$ cat src/design/dcks_regs.svh
// constants of the ddr2 command and clock-enable state decoder
`ifndef DCKS_REGS_SVH
`define DCKS_REGS_SVH
`define DCKS_BURST_CYCLES 2
`define DCKS_AP_BIT       10
`define DCKS_MR_RST       13'h0000
`define DCKS_BANKS_RST    4'h0
`endif

$ cat src/design/dcks_pkg.sv
// types and decode function of the ddr2 command decoder
package dcks_pkg;

  typedef enum logic [3:0] {
    CMD_NOP     = 4'h0,
    CMD_DESEL   = 4'h1,
    CMD_MRS     = 4'h2,
    CMD_REF     = 4'h3,
    CMD_PRE     = 4'h4,
    CMD_PREA    = 4'h5,
    CMD_ACT     = 4'h6,
    CMD_WR      = 4'h7,
    CMD_WRA     = 4'h8,
    CMD_RD      = 4'h9,
    CMD_RDA     = 4'hA,
    CMD_PD_IN   = 4'hB,
    CMD_SREF_IN = 4'hC,
    CMD_CKE_UP  = 4'hD,
    CMD_HOLD    = 4'hE,
    CMD_ILLEGAL = 4'hF
  } dcks_cmd_t;

  typedef enum logic [1:0] {
    ST_NORMAL = 2'b00,
    ST_PD_PRE = 2'b01,
    ST_PD_ACT = 2'b10,
    ST_SREF   = 2'b11
  } dcks_state_t;

  typedef struct packed {
    logic csN;
    logic rasN;
    logic casN;
    logic weN;
  } dcks_pins_t;

  typedef struct packed {
    logic       active;
    logic       write;
    logic       autoPre;
    logic [1:0] bank;
    logic [1:0] count;
  } dcks_burst_t;

  function automatic dcks_cmd_t dcks_decode(
    input logic       ckePrev,
    input logic       ckeNow,
    input dcks_pins_t p,
    input logic       a10
  );
    logic nopLike;
    logic refLike;
    nopLike = p.csN | (p.rasN & p.casN & p.weN);
    refLike = ~p.csN & ~p.rasN & ~p.casN & p.weN;
    if (!ckePrev && ckeNow)
      return nopLike ? CMD_CKE_UP : CMD_ILLEGAL;
    if (ckePrev && !ckeNow)
    begin
      if (nopLike)
        return CMD_PD_IN;
      return refLike ? CMD_SREF_IN : CMD_ILLEGAL;
    end
    if (!ckePrev)
      return CMD_HOLD;
    if (p.csN)
      return CMD_DESEL;
    unique case ({p.rasN, p.casN, p.weN})
      3'b000: return CMD_MRS;
      3'b001: return CMD_REF;
      3'b010: return a10 ? CMD_PREA : CMD_PRE;
      3'b011: return CMD_ACT;
      3'b100: return a10 ? CMD_WRA : CMD_WR;
      3'b101: return a10 ? CMD_RDA : CMD_RD;
      3'b111: return CMD_NOP;
      default: return CMD_ILLEGAL;
    endcase
  endfunction : dcks_decode

endpackage : dcks_pkg

$ cat src/design/dcks_decoder.sv
// ddr2 command and clock-enable state decoder, top level
`include "dcks_regs.svh"
module dcks_decoder #(
  parameter int LANES = 2,
  parameter int LANEW = 8,
  parameter int ROWW  = 13
) (
  // clock and reset
  input  wire logic                    clk,
  input  wire logic                    srst,
  // command pins
  input  wire logic                    cke,
  input  wire dcks_pkg::dcks_pins_t    pins,
  input  wire logic [1:0]              ba,
  input  wire logic [ROWW-1:0]         addr,
  input  wire logic                    odt,
  // write data pins
  input  wire logic [LANES*LANEW-1:0]  wrData,
  input  wire logic [LANES-1:0]        wrMask,
  // decoded state
  output dcks_pkg::dcks_cmd_t          cmd_r,
  output dcks_pkg::dcks_state_t        state_r,
  output logic [3:0]                   bankOpen_r,
  output dcks_pkg::dcks_burst_t        burst_r,
  output logic [3:0][ROWW-1:0]         modeReg_r,
  output logic                         odtOn_r,
  // lane writes
  output logic [LANES*LANEW-1:0]       laneData_r,
  output logic [LANES-1:0]             laneStrobe_r
);

  localparam logic [1:0] BURST_LAST = 2'(`DCKS_BURST_CYCLES - 1);

  logic                  ckePrev_r;
  dcks_pkg::dcks_cmd_t   cmdNow;
  dcks_pkg::dcks_state_t stateNxt;
  logic                  inNormal;
  logic                  srWake;
  logic                  burstStart;
  logic                  burstEnd;
  logic                  startWrite;

  // ***********************
  // command decode
  // ***********************
  assign cmdNow = dcks_pkg::dcks_decode(ckePrev_r, cke, pins,
                                        addr[`DCKS_AP_BIT]);
  assign inNormal = state_r == dcks_pkg::ST_NORMAL;
  // exit seen from the enable pin alone, commands don't care
  assign srWake = (state_r == dcks_pkg::ST_SREF) && cke;

  always_ff @(posedge clk)
  begin
    if (srst)
      ckePrev_r <= 1'b0;
    else
      ckePrev_r <= cke;
  end

  always_ff @(posedge clk)
  begin
    if (srst)
      cmd_r <= dcks_pkg::CMD_NOP;
    else
      cmd_r <= cmdNow;
  end

  // ***********************
  // power state
  // ***********************
  always_comb
  begin
    stateNxt = state_r;
    unique case (state_r)
      dcks_pkg::ST_NORMAL:
      begin
        if (cmdNow == dcks_pkg::CMD_PD_IN)
          stateNxt = (|bankOpen_r) ? dcks_pkg::ST_PD_ACT
                                   : dcks_pkg::ST_PD_PRE;
        else if (cmdNow == dcks_pkg::CMD_SREF_IN && bankOpen_r == 4'h0)
          stateNxt = dcks_pkg::ST_SREF;
      end
      dcks_pkg::ST_PD_PRE,
      dcks_pkg::ST_PD_ACT:
      begin
        if (cmdNow == dcks_pkg::CMD_CKE_UP)
          stateNxt = dcks_pkg::ST_NORMAL;
      end
      dcks_pkg::ST_SREF:
      begin
        if (srWake)
          stateNxt = dcks_pkg::ST_NORMAL;
      end
    endcase
  end

  always_ff @(posedge clk)
  begin
    if (srst)
      state_r <= dcks_pkg::ST_NORMAL;
    else
      state_r <= stateNxt;
  end

  // termination follows its pin except in self refresh
  always_ff @(posedge clk)
  begin
    if (srst)
      odtOn_r <= 1'b0;
    else
      odtOn_r <= odt && stateNxt != dcks_pkg::ST_SREF;
  end

  // ***********************
  // mode registers
  // ***********************
  always_ff @(posedge clk)
  begin
    if (srst)
      modeReg_r <= {4{`DCKS_MR_RST}};
    else if (inNormal && cmdNow == dcks_pkg::CMD_MRS)
      modeReg_r[ba] <= addr;
  end

  // ***********************
  // bursts
  // ***********************
  assign startWrite = cmdNow == dcks_pkg::CMD_WR ||
                      cmdNow == dcks_pkg::CMD_WRA;
  assign burstStart = inNormal && !burst_r.active &&
                      (startWrite || cmdNow == dcks_pkg::CMD_RD ||
                       cmdNow == dcks_pkg::CMD_RDA);
  assign burstEnd = burst_r.active && burst_r.count == BURST_LAST;

  always_ff @(posedge clk)
  begin
    if (srst)
      burst_r <= '0;
    else if (burstStart)
    begin
      burst_r.active  <= 1'b1;
      burst_r.write   <= startWrite;
      burst_r.autoPre <= addr[`DCKS_AP_BIT];
      burst_r.bank    <= ba;
      burst_r.count   <= 2'h0;
    end
    else if (burstEnd)
      burst_r.active <= 1'b0;
    else if (burst_r.active)
      // later commands never cut the burst short
      burst_r.count <= burst_r.count + 2'h1;
  end

  // ***********************
  // bank tracking
  // ***********************
  always_ff @(posedge clk)
  begin
    if (srst)
      bankOpen_r <= `DCKS_BANKS_RST;
    else
    begin
      if (burstEnd && burst_r.autoPre)
        bankOpen_r[burst_r.bank] <= 1'b0;
      if (inNormal)
      begin
        unique case (cmdNow)
          dcks_pkg::CMD_ACT:  bankOpen_r[ba] <= 1'b1;
          dcks_pkg::CMD_PRE:  bankOpen_r[ba] <= 1'b0;
          dcks_pkg::CMD_PREA: bankOpen_r <= 4'h0;
          default: ;
        endcase
      end
    end
  end

  // ***********************
  // write masking
  // ***********************
  dcks_wmask #(
    .LANES (LANES),
    .LANEW (LANEW)
  ) u_wmask (
    .clk          (clk),
    .srst         (srst),
    .wrWindow     (burst_r.active && burst_r.write),
    .wrData       (wrData),
    .wrMask       (wrMask),
    .laneData_r   (laneData_r),
    .laneStrobe_r (laneStrobe_r)
  );
endmodule : dcks_decoder

$ cat src/design/dcks_wmask.sv
// per-lane write data masking stage
module dcks_wmask #(
  parameter int LANES = 2,
  parameter int LANEW = 8
) (
  // clock and reset
  input  wire logic                   clk,
  input  wire logic                   srst,
  // write data in
  input  wire logic                   wrWindow,
  input  wire logic [LANES*LANEW-1:0] wrData,
  input  wire logic [LANES-1:0]       wrMask,
  // lane writes out
  output logic      [LANES*LANEW-1:0] laneData_r,
  output logic      [LANES-1:0]       laneStrobe_r
);

  // ***********************
  // lane strobes
  // ***********************
  always_ff @(posedge clk)
  begin
    if (srst)
    begin
      laneStrobe_r <= '0;
      laneData_r   <= '0;
    end
    else
    begin
      laneStrobe_r <= {LANES{wrWindow}} & ~wrMask;
      laneData_r   <= wrData;
    end
  end
endmodule : dcks_wmask

$ cat config.mk
export PLATFORM = sky130hd
export DESIGN_NAME = dcks_decoder
export DESIGN_NICKNAME = d
export VERILOG_FILES = /design/src/design/dcks_pkg.sv /design/src/design/dcks_decoder.sv /design/src/design/dcks_wmask.sv
export VERILOG_INCLUDE_DIRS = /design/src /design/src/design
export SDC_FILE = /design/constraint.sdc
export NUM_CORES = 1
export LEC_CHECK = 0
export BUFFER_PORTS_ARGS = -buffer_cell sky130_fd_sc_hd__buf_2
export CORE_MARGIN = 2
export CORE_UTILIZATION = 51
export CTS_BUF_LIST = sky130_fd_sc_hd__clkbuf_2 sky130_fd_sc_hd__clkbuf_4 sky130_fd_sc_hd__clkbuf_8
export DETAILED_ROUTE_END_ITERATION = 7
export GPL_ROUTABILITY_DRIVEN = 0
export PLACE_DENSITY = 0.82
export RECOVER_POWER = 50
export SETUP_SLACK_MARGIN = 0.4
export SLEW_MARGIN = 30
export SYNTH_ARGS = -nofsm -noshare
export SYNTH_HDL_FRONTEND = slang
export SYNTH_HIERARCHICAL = 1
export SYNTH_SLANG_ARGS = --single-unit
$ cat constraint.sdc
create_clock -name clk -period 2.4 [get_ports clk]
set_input_delay 0.24 -clock clk [delete_from_list [all_inputs] [get_ports clk]]
set_output_delay 0.24 -clock clk [all_outputs]
set_load 0.01 [all_outputs]
# Word level (Yosys, flattened, before mapping)
# Index checks and enable logic that the tools add are counted.
# word_totals
ff_bits	89
out_inout_bits	88
wordCells	135
# op_classes
add_sub_neg	1
magnitude_cmp	4
eq_ne	22
muxes	48
bitwise	17
n_reduce_logical	27
# ops
op	count
4-bit two-way mux	14
52-bit bitwise mux	1
4-bit one-hot mux with 7 select lines	1
13-bit demux with 2-bit select	1
4-bit == test, second input constant	6
1-bit two-way mux	18
4-bit by 3-bit == test with 1-bit output, second input constant	4
2-bit two-way mux	8
1-bit logical AND	13
13-bit two-way mux	1
4-bit one-hot mux with 3 select lines	1
3-bit == test, second input constant	3
4-bit bitwise AND	2
4-bit NOT	2
3-bit by 2-bit == test with 1-bit output, second input constant	2
2-bit by 3-bit < comparator with 1-bit output, second input constant	2
2-bit one-hot mux with 3 select lines	1
1-bit bitwise AND	5
1-bit demux with 2-bit select	2
2-bit by 1-bit == test with 1-bit output, second input constant	2
2-bit == test, second input constant	2
4-bit by 2-bit == test with 1-bit output, second input constant	1
2-bit by 1-bit greater-or-equal comparator with 1-bit output, second input constant	2
4-bit logical NOT	1
16 further kinds	24

# Logic depth before layout (Yosys ltp)
# Gate-level depths: netlist of the first run.
# logic_depth
word_depth	21
ltp_mapped	9

# By module
# The synthesis of the first run kept the hierarchy.
# modules_own_cells
mod	n_inst	cells_each	area_each_um2
dcks_decoder	1	316	3091.7
dcks_wmask	1	37	504.2

# Least setup slack after synthesis of the first run
# Ideal clock, no wire load.
# synth_path
path_kind	input to register
from	input port addr[10]
to	register bankOpen_r[1]
arrival_ps	1947
setup_slack_ps	336
path_stages	7
path_cell_list	buf_2 or3_1 nand3_1 or4b_2 nor2_1 o21ai_0 a32o_1
# synth_via
elab_chain_cells	9
elab_cells_between_ends	13
# synth_rtl
item	line	source
start: declaration	dcks_decoder.sv:15	input wire logic [ROWW-1:0] addr,
2-bit two-way mux (tied with other cells)	dcks_pkg.sv:73	3'b101: return a10 ? CMD_RDA : CMD_RD;
4-bit one-hot mux with 7 select lines (*)	dcks_pkg.sv:67	unique case ({p.rasN, p.casN, p.weN})
4-bit two-way mux (*)	dcks_pkg.sv:67	
4-bit two-way mux (*)	dcks_pkg.sv:65	if (p.csN)
4-bit two-way mux (*)	dcks_pkg.sv:63	if (!ckePrev)
4-bit two-way mux (*)	dcks_pkg.sv:57	if (ckePrev && !ckeNow)
4-bit by 3-bit == test with 1-bit output	dcks_decoder.sv:167	unique case (cmdNow)
4-bit one-hot mux with 3 select lines (*)	dcks_decoder.sv:167	
4-bit two-way mux (*)	dcks_decoder.sv:165	if (inNormal)
end signal: assignment	dcks_decoder.sv:160	bankOpen_r <= `DCKS_BANKS_RST;
end: declaration	dcks_decoder.sv:23	output logic [3:0] bankOpen_r,
# Every way passes the cells marked *; elsewhere a longest branch is shown, timed or not.
# A chain may end at the register's enable or synchronous reset.

# Worst setup path after layout of the first run
# layout_path
from	input port srst
to	register u_wmask.laneData_r[4]
# layout_rtl
item	line	source
start: declaration	dcks_decoder.sv:10	input wire logic srst,
end signal: assignment	dcks_wmask.sv:31	laneData_r <= wrData;
end: declaration	dcks_wmask.sv:14	output logic [LANES*LANEW-1:0] laneData_r,
# No word-level cell between the ends.

==> reports/metrics.csv, run 1 <==
metric,value,unit
cp_max_fo,59,
critPathTopFamily,buffers and inverters,
drt_pass1_iterations,4,
globalRouteOverflowTotal,0,
routed_wl,8.187,mm
ir_drop,0.0004120,V
cts_inserted_buffers,9,
synth_area,3596,sq um
groute.usage.overall,0.2146,
layout_common_cells,"dfxtp_1 (88), clkbuf_1 (79), nor2_1 (64)",
endpoint_kind,register,
cts_tree,yes,
path_clk_slew,0.09,ns
antenna_found_initial,0,
synth-edff-count,0,
max_cap_violations,0,
grt_pass1_vias,2850,
path_class,in -> reg,
cts_setup_buffers,0,
ys_async_sr_fraction,0,
vias,2969,
crit_slowest_cell,clkbuf_2,
synth-warning-count,6,
die-area,7739,sq um
antenna_cells_inserted,0,
worstPathRequired,2.65,ns
synth_nets,398,
worst-slew-pin-transition,1.104,ns
final_common_cell,dfxtp_1,
cp_cell_sequence,clkbuf_1 > clkbuf_2 > and2b_1,
status,finished clean,
drtAntennaViolNets,0,
num_rows,30,
portBuffers,128,
ctsRootBufferMaster,clkbuf_8,
hpwl,5.933,mm
synth_flop_cell,dfxtp_1,
setup_viol,0,
period_needed,1.976,ns
synth.yosys.seq_area_share,0.4955,
utilization,0.6464,
drc_errors,0,
areaGrowthSynthToFinish,22.13,%
max_freq,506.0,MHz
core_area,6794,sq um
holdBufCountCts,0,
grt_pass1_wl,13.02,mm
finClkSkew,0.008419,ns
powerDensity,634.1,nW/um^2
slew_headroom,0.2639,
avgViaCountPerCell,5.137,
hold_viol_final,0,
io_pins,129,
ys_ff_latch,89,
synthesis.instances,353,
cts_sinks,89,
slew_viol_final,0,
die_x,87.97,um
nNetsFinal,522,
ys_types,50,
start_util,0.5293,
first_iter_violations,86,
worstPathArrival,2.23,ns
finalCritPeriodShare,0.8235,
p_leak,2.085,nW
slowest_delay,0.97,ns
syn_avg_cell_area,10.19,sq um
rsz0062_at_grt,yes,
drive_above_1_share,0.1909,
htree_levels,3,
crit_buf_inv,2,
grt_max_degree,60,
min_path_type,in -> reg,
cp-start-kind,input pin,
clkLatencyLatePin,0.35,ns
tns,0,ns
wl_per_cell,14.16,um
clock_path_buffers,2,
die_h,87.97,um
[cells by family (layout without fill, tap and decap cells)]
group / Yosys count / after routing / share of synthesized area
AND/OR/NAND/NOR: 134 / 134 / 0.1869
flip-flops: 89 / 89 / 0.4955
multiplexers: 56 / 56 / 0.1594
AO/OA/AOI/OAI: 39 / 39 / 0.09569
buffers and inverters: 29 / 158 / 0.04384
adder cells (fa/ha/maj): 4 / 4 / 0.01392
XOR/XNOR: 2 / 2 / 0.004872
[layer usage]
metal  wire [um]  share of wire  up-vias  GRT usage
met5           0              0        -          0
met4         125          0.015        0    0.07692
met3         710          0.087       13    0.07729
met2        3963           0.48      113     0.3616
met1        3388           0.41     1375     0.2521
li1            -              -     1468          -
[what timing repair did]
item                       in CTS  in global routing
setup endpoints to repair       1                 27
gates resized for setup         2                  3
pin swaps                       0                  0
[path summary, 6_finish.rpt]
check                             startpoint                                  to  slack (ns)  depth (start not counted)
setup / recovery                        srst    u_wmask/laneData_r[4]$_SDFF_PP0_        0.42                          3
hold / removal                     wrMask[0]  u_wmask/laneStrobe_r[0]$_SDFF_PP0_        0.05                          2
setup reg to reg        ckePrev_r$_SDFF_PP0_          modeReg_r[44]$_SDFFE_PP0P_        0.47                          7
hold reg to reg   modeReg_r[30]$_SDFFE_PP0P_          modeReg_r[30]$_SDFFE_PP0P_        0.50                          2
[where the power goes]
part	internal, mW	total (mW)	switching (mW)	leakage [nW]
combinational	0.112	0.282	0.170	1.27
clock	0.437	0.969	0.533	0.0919
sequential	1.51	1.53	0.0210	0.724
total	2.06	2.78	0.724	2.08
[cell type report]
cell class	instances	area (sq um)
tap	96	120.1
fill	615	2402
clock buffer	11	151.4
clock inverter	5	37.54
sequential	89	1783
timing repair buffer	134	584.3
inverter	8	30.03
multi-input combinational	235	1685
[worst register-to-register path, cell delays in order (launching register included)]
cell and delay, ns:
dfxtp_2 0.37, nand2_2 0.10, a31oi_1 0.28, and3_1 0.36, o2111ai_2 0.15, buf_4 0.24, mux2i_1 0.22, nor2_1 0.06
[per-stage QoR]
step	hold WS [ns]	total power, mW	instances	setup slack [ns]	area (sq um)
detailed placement	0.4125	1.856	562	0.1380	4294
global placement	0.4116	1.847	562	0.2114	4294
floorplan	0.3095	1.749	353	0.3694	3620
finish	0.04829	2.785	578	0.4235	4392
global route	0.02819	2.889	578	0.2191	4392
CTS	0.03453	2.811	578	0.4413	4488
[sequential cells by signal (all words and copies together) (netlist names), 2 cells and up]
| signal | cells |
|---|---|
| modeReg_r | 52 |
| u_wmask/laneData_r | 16 |
| burst_r | 7 |
| cmd_r | 4 |
| u_wmask/laneStrobe_r | 2 |
| state_r | 2 |
| bankOpen_r | 4 |
[synth_stat cells, types with 3 or more instances]
library cell / number / area share
nor2_1: 66 / 0.069
nor3_1: 3 / 0.0042
o21ai_0: 7 / 0.0097
dfxtp_1: 89 / 0.50
o2111ai_2: 4 / 0.017
nand3_1: 4 / 0.0056
buf_6: 5 / 0.016
inv_1: 8 / 0.0084
a21oi_1: 5 / 0.0070
and3_1: 3 / 0.0052
and2_1: 5 / 0.0087
and2b_1: 7 / 0.015
nor2b_1: 16 / 0.028
clkbuf_1: 9 / 0.0094
buf_2: 6 / 0.0084
nand2_1: 14 / 0.015
mux2i_1: 55 / 0.15
ha_1: 4 / 0.014
Power figures use the tool's default switching activity.
==> run 2: changes to the inputs <==
--- a/config.mk
+++ b/config.mk
@@ -8,11 +8,11 @@
 export LEC_CHECK = 0
 export BUFFER_PORTS_ARGS = -buffer_cell sky130_fd_sc_hd__buf_2
 export CORE_MARGIN = 2
-export CORE_UTILIZATION = 51
+export CORE_UTILIZATION = 46
 export CTS_BUF_LIST = sky130_fd_sc_hd__clkbuf_2 sky130_fd_sc_hd__clkbuf_4 sky130_fd_sc_hd__clkbuf_8
 export DETAILED_ROUTE_END_ITERATION = 7
 export GPL_ROUTABILITY_DRIVEN = 0
-export PLACE_DENSITY = 0.82
+export PLACE_DENSITY = 0.78
 export RECOVER_POWER = 50
 export SETUP_SLACK_MARGIN = 0.4
 export SLEW_MARGIN = 30
==> constraint.sdc (replaced) <==
create_clock -name clk -period 1.6 [get_ports clk]
set_input_delay 0.16 -clock clk [delete_from_list [all_inputs] [get_ports clk]]
set_output_delay 0.16 -clock clk [all_outputs]
set_load 0.01 [all_outputs]
==> run 2 against run 1 <==
Global-route usage grew 0.32 points. Die area grew 10%. Combinational power grew 130%. Final cell count grew 11%. Cell area grew 23%. Setup slack lost 0.62 ns. Register-to-register slack lost 0.66 ns. Critical path depth grew 4. The run now ends with negative setup slack left. Critical path type is now reg -> reg. First-iteration DRC count is the same. Via count grew 8.8%. Largest power group unchanged.
==> reports/metrics.csv, run 2 (synthesis gave the netlist of run 1 again) <==
metric,value,unit,change
antenna_cells_inserted,0,,unchanged
hold_viol_final,0,,unchanged
slew_headroom,0.7072,,+0.4433
nNetsFinal,582,,+11%
final-instance-count-excl-fill,644,,+11%
p_int,3.500,mW,+70%
crit_slowest_cell,dfxtp_2,,
finClkSkew,0.01381,ns,+0.005392 ns
antenna_found_initial,0,,unchanged
endpoint_kind,register,,
die_x,92.42,um,+5.1%
drtAntennaViolNets,0,,unchanged
ir_drop,0.0007492,V,+82%
drive_above_1_share,0.4410,,+0.2501
final_common_cell,buf_2,,
cp-start-kind,register,,
pwr-share-seq,0.490,,-0.061
largest_reg_flops,52,,unchanged
cts_sinks,89,,unchanged
layout_common_cells,"buf_2 (128), dfxtp_1 (85), nor2_1 (64)",,
core_area,7647,sq um,+13%
avgViaCountPerCell,5.016,,-2.4%
routed_wl,9.770,mm,+19%
finalCritPeriodShare,1.120,,
regMostFlops,modeReg_r,,
portBuffers,128,,unchanged
areaGrowthSynthToFinish,50.00,%,
fillCellCount,548,,-11%
slew_viol_final,0,,unchanged
clockPowerShare,0.369,,+0.021
top_regs,"modeReg_r x52, u_wmask/laneData_r x16, burst_r x7",,
grt_max_degree,70,,+17%
status,"complete, but fails checks",,
p_leak,2.805,nW,+35%
dp_cells,600,,+6.8%
num_rows,32,,+6.7%
p_switching,1.190,mW,+64%
cts_tree,yes,,
setup_viol,66,,+66
worst-slew-pin-transition,0.4337,ns,-0.6704 ns
place_ws,-0.4431,ns,-0.5811 ns
clock_path_buffers,2,,unchanged
io_pins,129,,unchanged
multi_input_area,1849,sq um,+9.7%
path_class,reg -> reg,,
period_needed,1.792,ns,
path_clk_slew,0.10,ns,about the same
cp_cell_sequence,buf_6 > and2b_2 > nor2_4 > o2111ai_4 > buf_12 > mux2i_2 > nor2_1,,
violations,negative setup slack,,
ctsRootBufferMaster,clkbuf_8,,
min_path_type,in -> reg,,
drt_pass1_iterations,4,,unchanged
start_util,0.4702,,-0.05906
p_comb_frac,0.141,,+0.040
vias,3230,,+8.8%
hpwl,6.379,mm,+7.5%
max_freq,558.2,MHz,
grt_pass1_wl,14.90,mm,+14%
cts_inserted_buffers,9,,unchanged
drc_errors,0,,unchanged
clkLatencyLatePin,0.35,ns,about the same
layout_setup_ws,-0.1915,ns,-0.6150 ns
die-area,8541,sq um,+10%
max_cap_violations,0,,unchanged
worstPathArrival,2.02,ns,-0.21 ns
wl_per_cell,15.17,um,+7.1%
globalRouteOverflowTotal,0,,unchanged
powerDensity,869.6,nW/um^2,+37%
rsz0062_at_grt,yes,,
worstPathRequired,1.83,ns,-0.82 ns
first_iter_violations,86,,unchanged
power_switching_share,0.2537,,-0.006203
cp_max_fo,8,,-86%
die_h,92.42,um,+5.1%
htree_levels,3,,unchanged
groute.usage.overall,0.2179,,+0.003235
regArea,1787,sq um,+0.21%
grt_pass1_vias,3151,,+11%
slowest_delay,0.35,ns,-0.62 ns
[run 2: cell types whose count changed in the layout (fill, tap and decap cells not counted), sizes merged]
cell	before	now
inv	9	10
buf	54	175
dlygate4sd3	0	15
clkbuf	91	13
clkinv	2	3
bufinv	0	2
clkinvlp	2	0
[run 2: power groups by stage]
stage / Clock (mW) / Sequential [mW] / Combinational [mW]
finish: 1.73 / 2.30 / 0.662
global route: 1.86 / 2.31 / 0.717
CTS: 1.78 / 2.30 / 0.616
detailed placement: 0 / 2.35 / 0.542
global placement: 0 / 2.35 / 0.532
floorplan: 0 / 2.37 / 0.270
[run 2: repair_timing]
item                                    in CTS  in global routing
setup buffers                                6                  3
endpoints found under the setup margin      68                 70
gates cloned                                 0                  4
gates resized for setup                     19                 21
hold buffers                                15                  0
pin swaps                                    9                 28
endpoints found under the hold margin       15                  0
[run 2: metrics by stage]
stage	hold slack, ns	util	power, mW	area, sq um	TNS (ns)
floorplan	0.2295	-	2.645	3694	-18.30
global placement	0.3308	0.6113	2.877	4674	-25.44
detailed placement	0.3329	0.6113	2.890	4674	-26.95
CTS	0.004715	0.6795	4.695	5196	-8.964
global route	0.01844	0.7053	4.887	5394	-14.90
finish	0.02302	0.7053	4.691	5394	-9.308
[run 2: per-layer routing]
metal / part of all wire / routed length, um / up-vias / global-route usage
li1: - / - / 1586 / -
met1: 0.40 / 3877 / 1515 / 0.2590
met2: 0.51 / 4975 / 113 / 0.3735
met3: 0.079 / 773 / 16 / 0.06509
met4: 0.015 / 143 / 0 / 0.07587
met5: 0 / 0 / - / 0
[run 2: layout make-up]
cell class / instances / share of cell area
Tap cell: 102 / 0.02366
Timing Repair Buffer: 194 / 0.2547
Sequential cell: 89 / 0.3312
Clock inverter: 7 / 0.01902
Clock buffer: 9 / 0.02296
Multi-Input combinational cell: 235 / 0.3428
Inverter: 8 / 0.005567
[run 2: final timing paths]
check | end | from | slack [ns] | cells past startpoint
min | u_wmask/laneData_r[6]$_SDFF_PP0_ | wrData[6] | 0.02 | 2
min reg2reg | modeReg_r[1]$_SDFFE_PP0P_ | modeReg_r[1]$_SDFFE_PP0P_ | 0.50 | 2
max reg2reg | modeReg_r[20]$_SDFFE_PP0P_ | ckePrev_r$_SDFF_PP0_ | -0.19 | 7
max | modeReg_r[20]$_SDFFE_PP0P_ | ckePrev_r$_SDFF_PP0_ | -0.19 | 7
[run 2: worst max-delay path, delay by kind of cell (launching register included)]
kind | cells | cell delay [ns]
simple gates | 3 | 0.60
compound gates | 1 | 0.22
mux | 1 | 0.17
flops | 1 | 0.35
buf+inv | 2 | 0.32
==> run 3: changes to the inputs <==
--- a/config.mk
+++ b/config.mk
@@ -7,7 +7,6 @@
 export NUM_CORES = 1
 export LEC_CHECK = 0
 export BUFFER_PORTS_ARGS = -buffer_cell sky130_fd_sc_hd__buf_2
-export CORE_MARGIN = 2
 export CORE_UTILIZATION = 46
 export CTS_BUF_LIST = sky130_fd_sc_hd__clkbuf_2 sky130_fd_sc_hd__clkbuf_4 sky130_fd_sc_hd__clkbuf_8
 export DETAILED_ROUTE_END_ITERATION = 7
==> run 3 against run 2 <==
The flow still finishes with violations (negative setup slack). Count of clock-buffer cells in the layout increased by 2. First-iteration DRC count increased by 14%. Sequential share of layout area increased by 1.8 points. Clock skew decreased by 0.0017 ns. Flip-flop and latch count unchanged. Critical path depth increased by 1. Sequential power about the same. Die area decreased by 4.3%. Via count decreased by 1.0%. Utilization decreased by 1.4 points. Cell area decreased by 5.1%. Combinational power decreased by 6.6%.
==> reports/metrics.csv, run 3 (synthesis gave the netlist of run 1 again) <==
metric,value,unit,change
status,"complete, but fails checks",,
violations,negative setup slack,,
slew_headroom,0.6395,,-0.06773
grt_pass1_vias,3084,,-2.1%
drtAntennaViolNets,0,,unchanged
largest_reg_flops,52,,unchanged
antenna_cells_inserted,0,,unchanged
layout_setup_ws,-0.1889,ns,+0.002637 ns
hp-start,wrData[13],,
io_pins,129,,unchanged
dp_cells,598,,-0.33%
antenna_found_initial,0,,unchanged
p_leak,2.691,nW,-4.1%
clkLatencyLatePin,0.34,ns,about the same
fin_area,5121,sq um,-5.1%
drt_pass1_iterations,5,,+1
portBuffers,128,,unchanged
slew_viol_final,0,,unchanged
powerDensity,859.1,nW/um^2,-1.2%
max_cap_violations,0,,unchanged
rsz0062_at_grt,yes,,
nNetsFinal,564,,-3.1%
die_x,90.42,um,-2.2%
multi_input_area,1858,sq um,+0.47%
finClkSkew,0.01214,ns,-0.001672 ns
avgViaCountPerCell,5.132,,+2.3%
drive_above_1_share,0.4370,,-0.003937
globalRouteOverflowTotal,0,,unchanged
regMostFlops,modeReg_r,,
areaGrowthSynthToFinish,42.41,%,
start_util,0.4854,,+0.01517
finalCritPeriodShare,1.118,,-0.001648
layout_common_cells,"buf_2 (128), dfxtp_1 (86), nor2_1 (64)",,
regArea,1788,sq um,about the same
clock_path_buffers,2,,unchanged
ir_drop,0.0005655,V,-25%
power,4.400,mW,-6.2%
die-area,8175,sq um,-4.3%
worstPathRequired,1.81,ns,-0.02 ns
first_iter_violations,98,,+14%
setup_viol,66,,unchanged
max_freq,559.0,MHz,+0.15%
endpoint_kind,register,,
wl_per_cell,14.76,um,-2.7%
ctsRootBufferMaster,clkbuf_8,,
cp_max_fo,7,,-1
vias,3197,,-1.0%
cts_inserted_buffers,9,,unchanged
path_clk_slew,0.09,ns,about the same
cp-start-kind,input pin,,
crit_start,pins[2],,
htree_levels,3,,unchanged
path_class,in -> reg,,
final-instance-count-excl-fill,623,,-3.3%
grt_max_degree,58,,-17%
num_rows,31,,-3.1%
period_needed,1.789,ns,-0.002637 ns
r2r_start,ckePrev_r$_SDFF_PP0_,,
groute.usage.overall,0.2238,,+0.005985
core_area,7408,sq um,-3.1%
placed_area,4691,sq um,+0.35%
drc_errors,0,,unchanged
cts_tree,yes,,
grt_pass1_wl,14.61,mm,-1.9%
cts_sinks,89,,unchanged
utilization,0.6913,,-0.01407
top_regs,"modeReg_r x52, u_wmask/laneData_r x16, burst_r x7",,
min_path_type,in -> reg,,
final_common_cell,buf_2,,
worstPathArrival,1.99,ns,-0.03 ns
die_h,90.42,um,-2.2%
hpwl,6.555,mm,+2.8%
worst-slew-pin-transition,0.5408,ns,+0.1071 ns
routed_wl,9.195,mm,-5.9%
fillCellCount,602,,+9.9%
hold_viol_final,0,,unchanged
[run 3: cell count changes in the layout (fill, tap and decap cells not counted), moves of 2 or more]
cell | previous run | this run
dlygate4sd3_1 | 15 | 3
clkbuf_16 | 4 | 1
buf_6 | 8 | 6
bufinv_16 | 2 | 0
dfxtp_2 | 4 | 2
o21ai_0 | 4 | 2
o21ai_1 | 2 | 4
[run 3: area by class of cell]
type / instances / share of cell area
Multi-Input combinational cell: 236 / 0.3628
Sequential cell: 89 / 0.3491
Timing Repair Buffer: 175 / 0.2204
Clock buffer: 11 / 0.02834
Tap cell: 99 / 0.02419
Clock inverter: 5 / 0.009284
Inverter: 8 / 0.005864
[run 3: what timing repair did]
action	in CTS	in global routing
endpoints found under the hold margin	2	1
endpoints found under the setup margin	67	68
gates resized for setup	19	22
pin swaps	10	15
buffers inserted	2	2
cloned	2	0
hold buffers	2	1
[run 3: path summary, 6_finish.rpt]
check / end / slack, ns / cells after the start
setup / recovery: modeReg_r[17]$_SDFFE_PP0P_ / -0.19 / 8
hold / removal: u_wmask/laneData_r[13]$_SDFF_PP0_ / 0.02 / 2
setup reg to reg: modeReg_r[17]$_SDFFE_PP0P_ / -0.19 / 9
hold reg to reg: modeReg_r[30]$_SDFFE_PP0P_ / 0.50 / 2
[run 3: metrics by stage]
| step | setup slack, ns | hold slack (ns) | setup TNS [ns] |
|---|---|---|---|
| 4_1_cts | -0.1981 | 0.002434 | -6.975 |
| 5_1_grt | -0.2754 | -0.002739 | -13.21 |
| 6_report | -0.1889 | 0.02049 | -7.539 |
| 3_3_place_gp | -0.3523 | 0.3316 | -21.87 |
| 3_5_place_dp | -0.4343 | 0.3339 | -25.09 |
| 2_1_floorplan | -0.3241 | 0.2295 | -18.30 |
[run 3: critical path, stage by stage]
cell	delay [ns]
buf_2	0.14
nor4b_1	0.47
and2b_2	0.33
nor2_4	0.26
o2111ai_4	0.20
buf_12	0.20
mux2i_1	0.16
nor2_1	0.07
[run 3: routing by layer]
metal	track usage	routed length, um
met1	0.2573	3692
met2	0.4008	4718
met3	0.06397	676
met4	0.06720	108
met5	0	0
[run 3: power breakdown]
group          switching (mW)  total, mW  internal (mW)
Clock                   0.830       1.49          0.656
Sequential             0.0268       2.30           2.27
Combinational           0.326      0.618          0.292
Total                    1.18       4.40           3.22
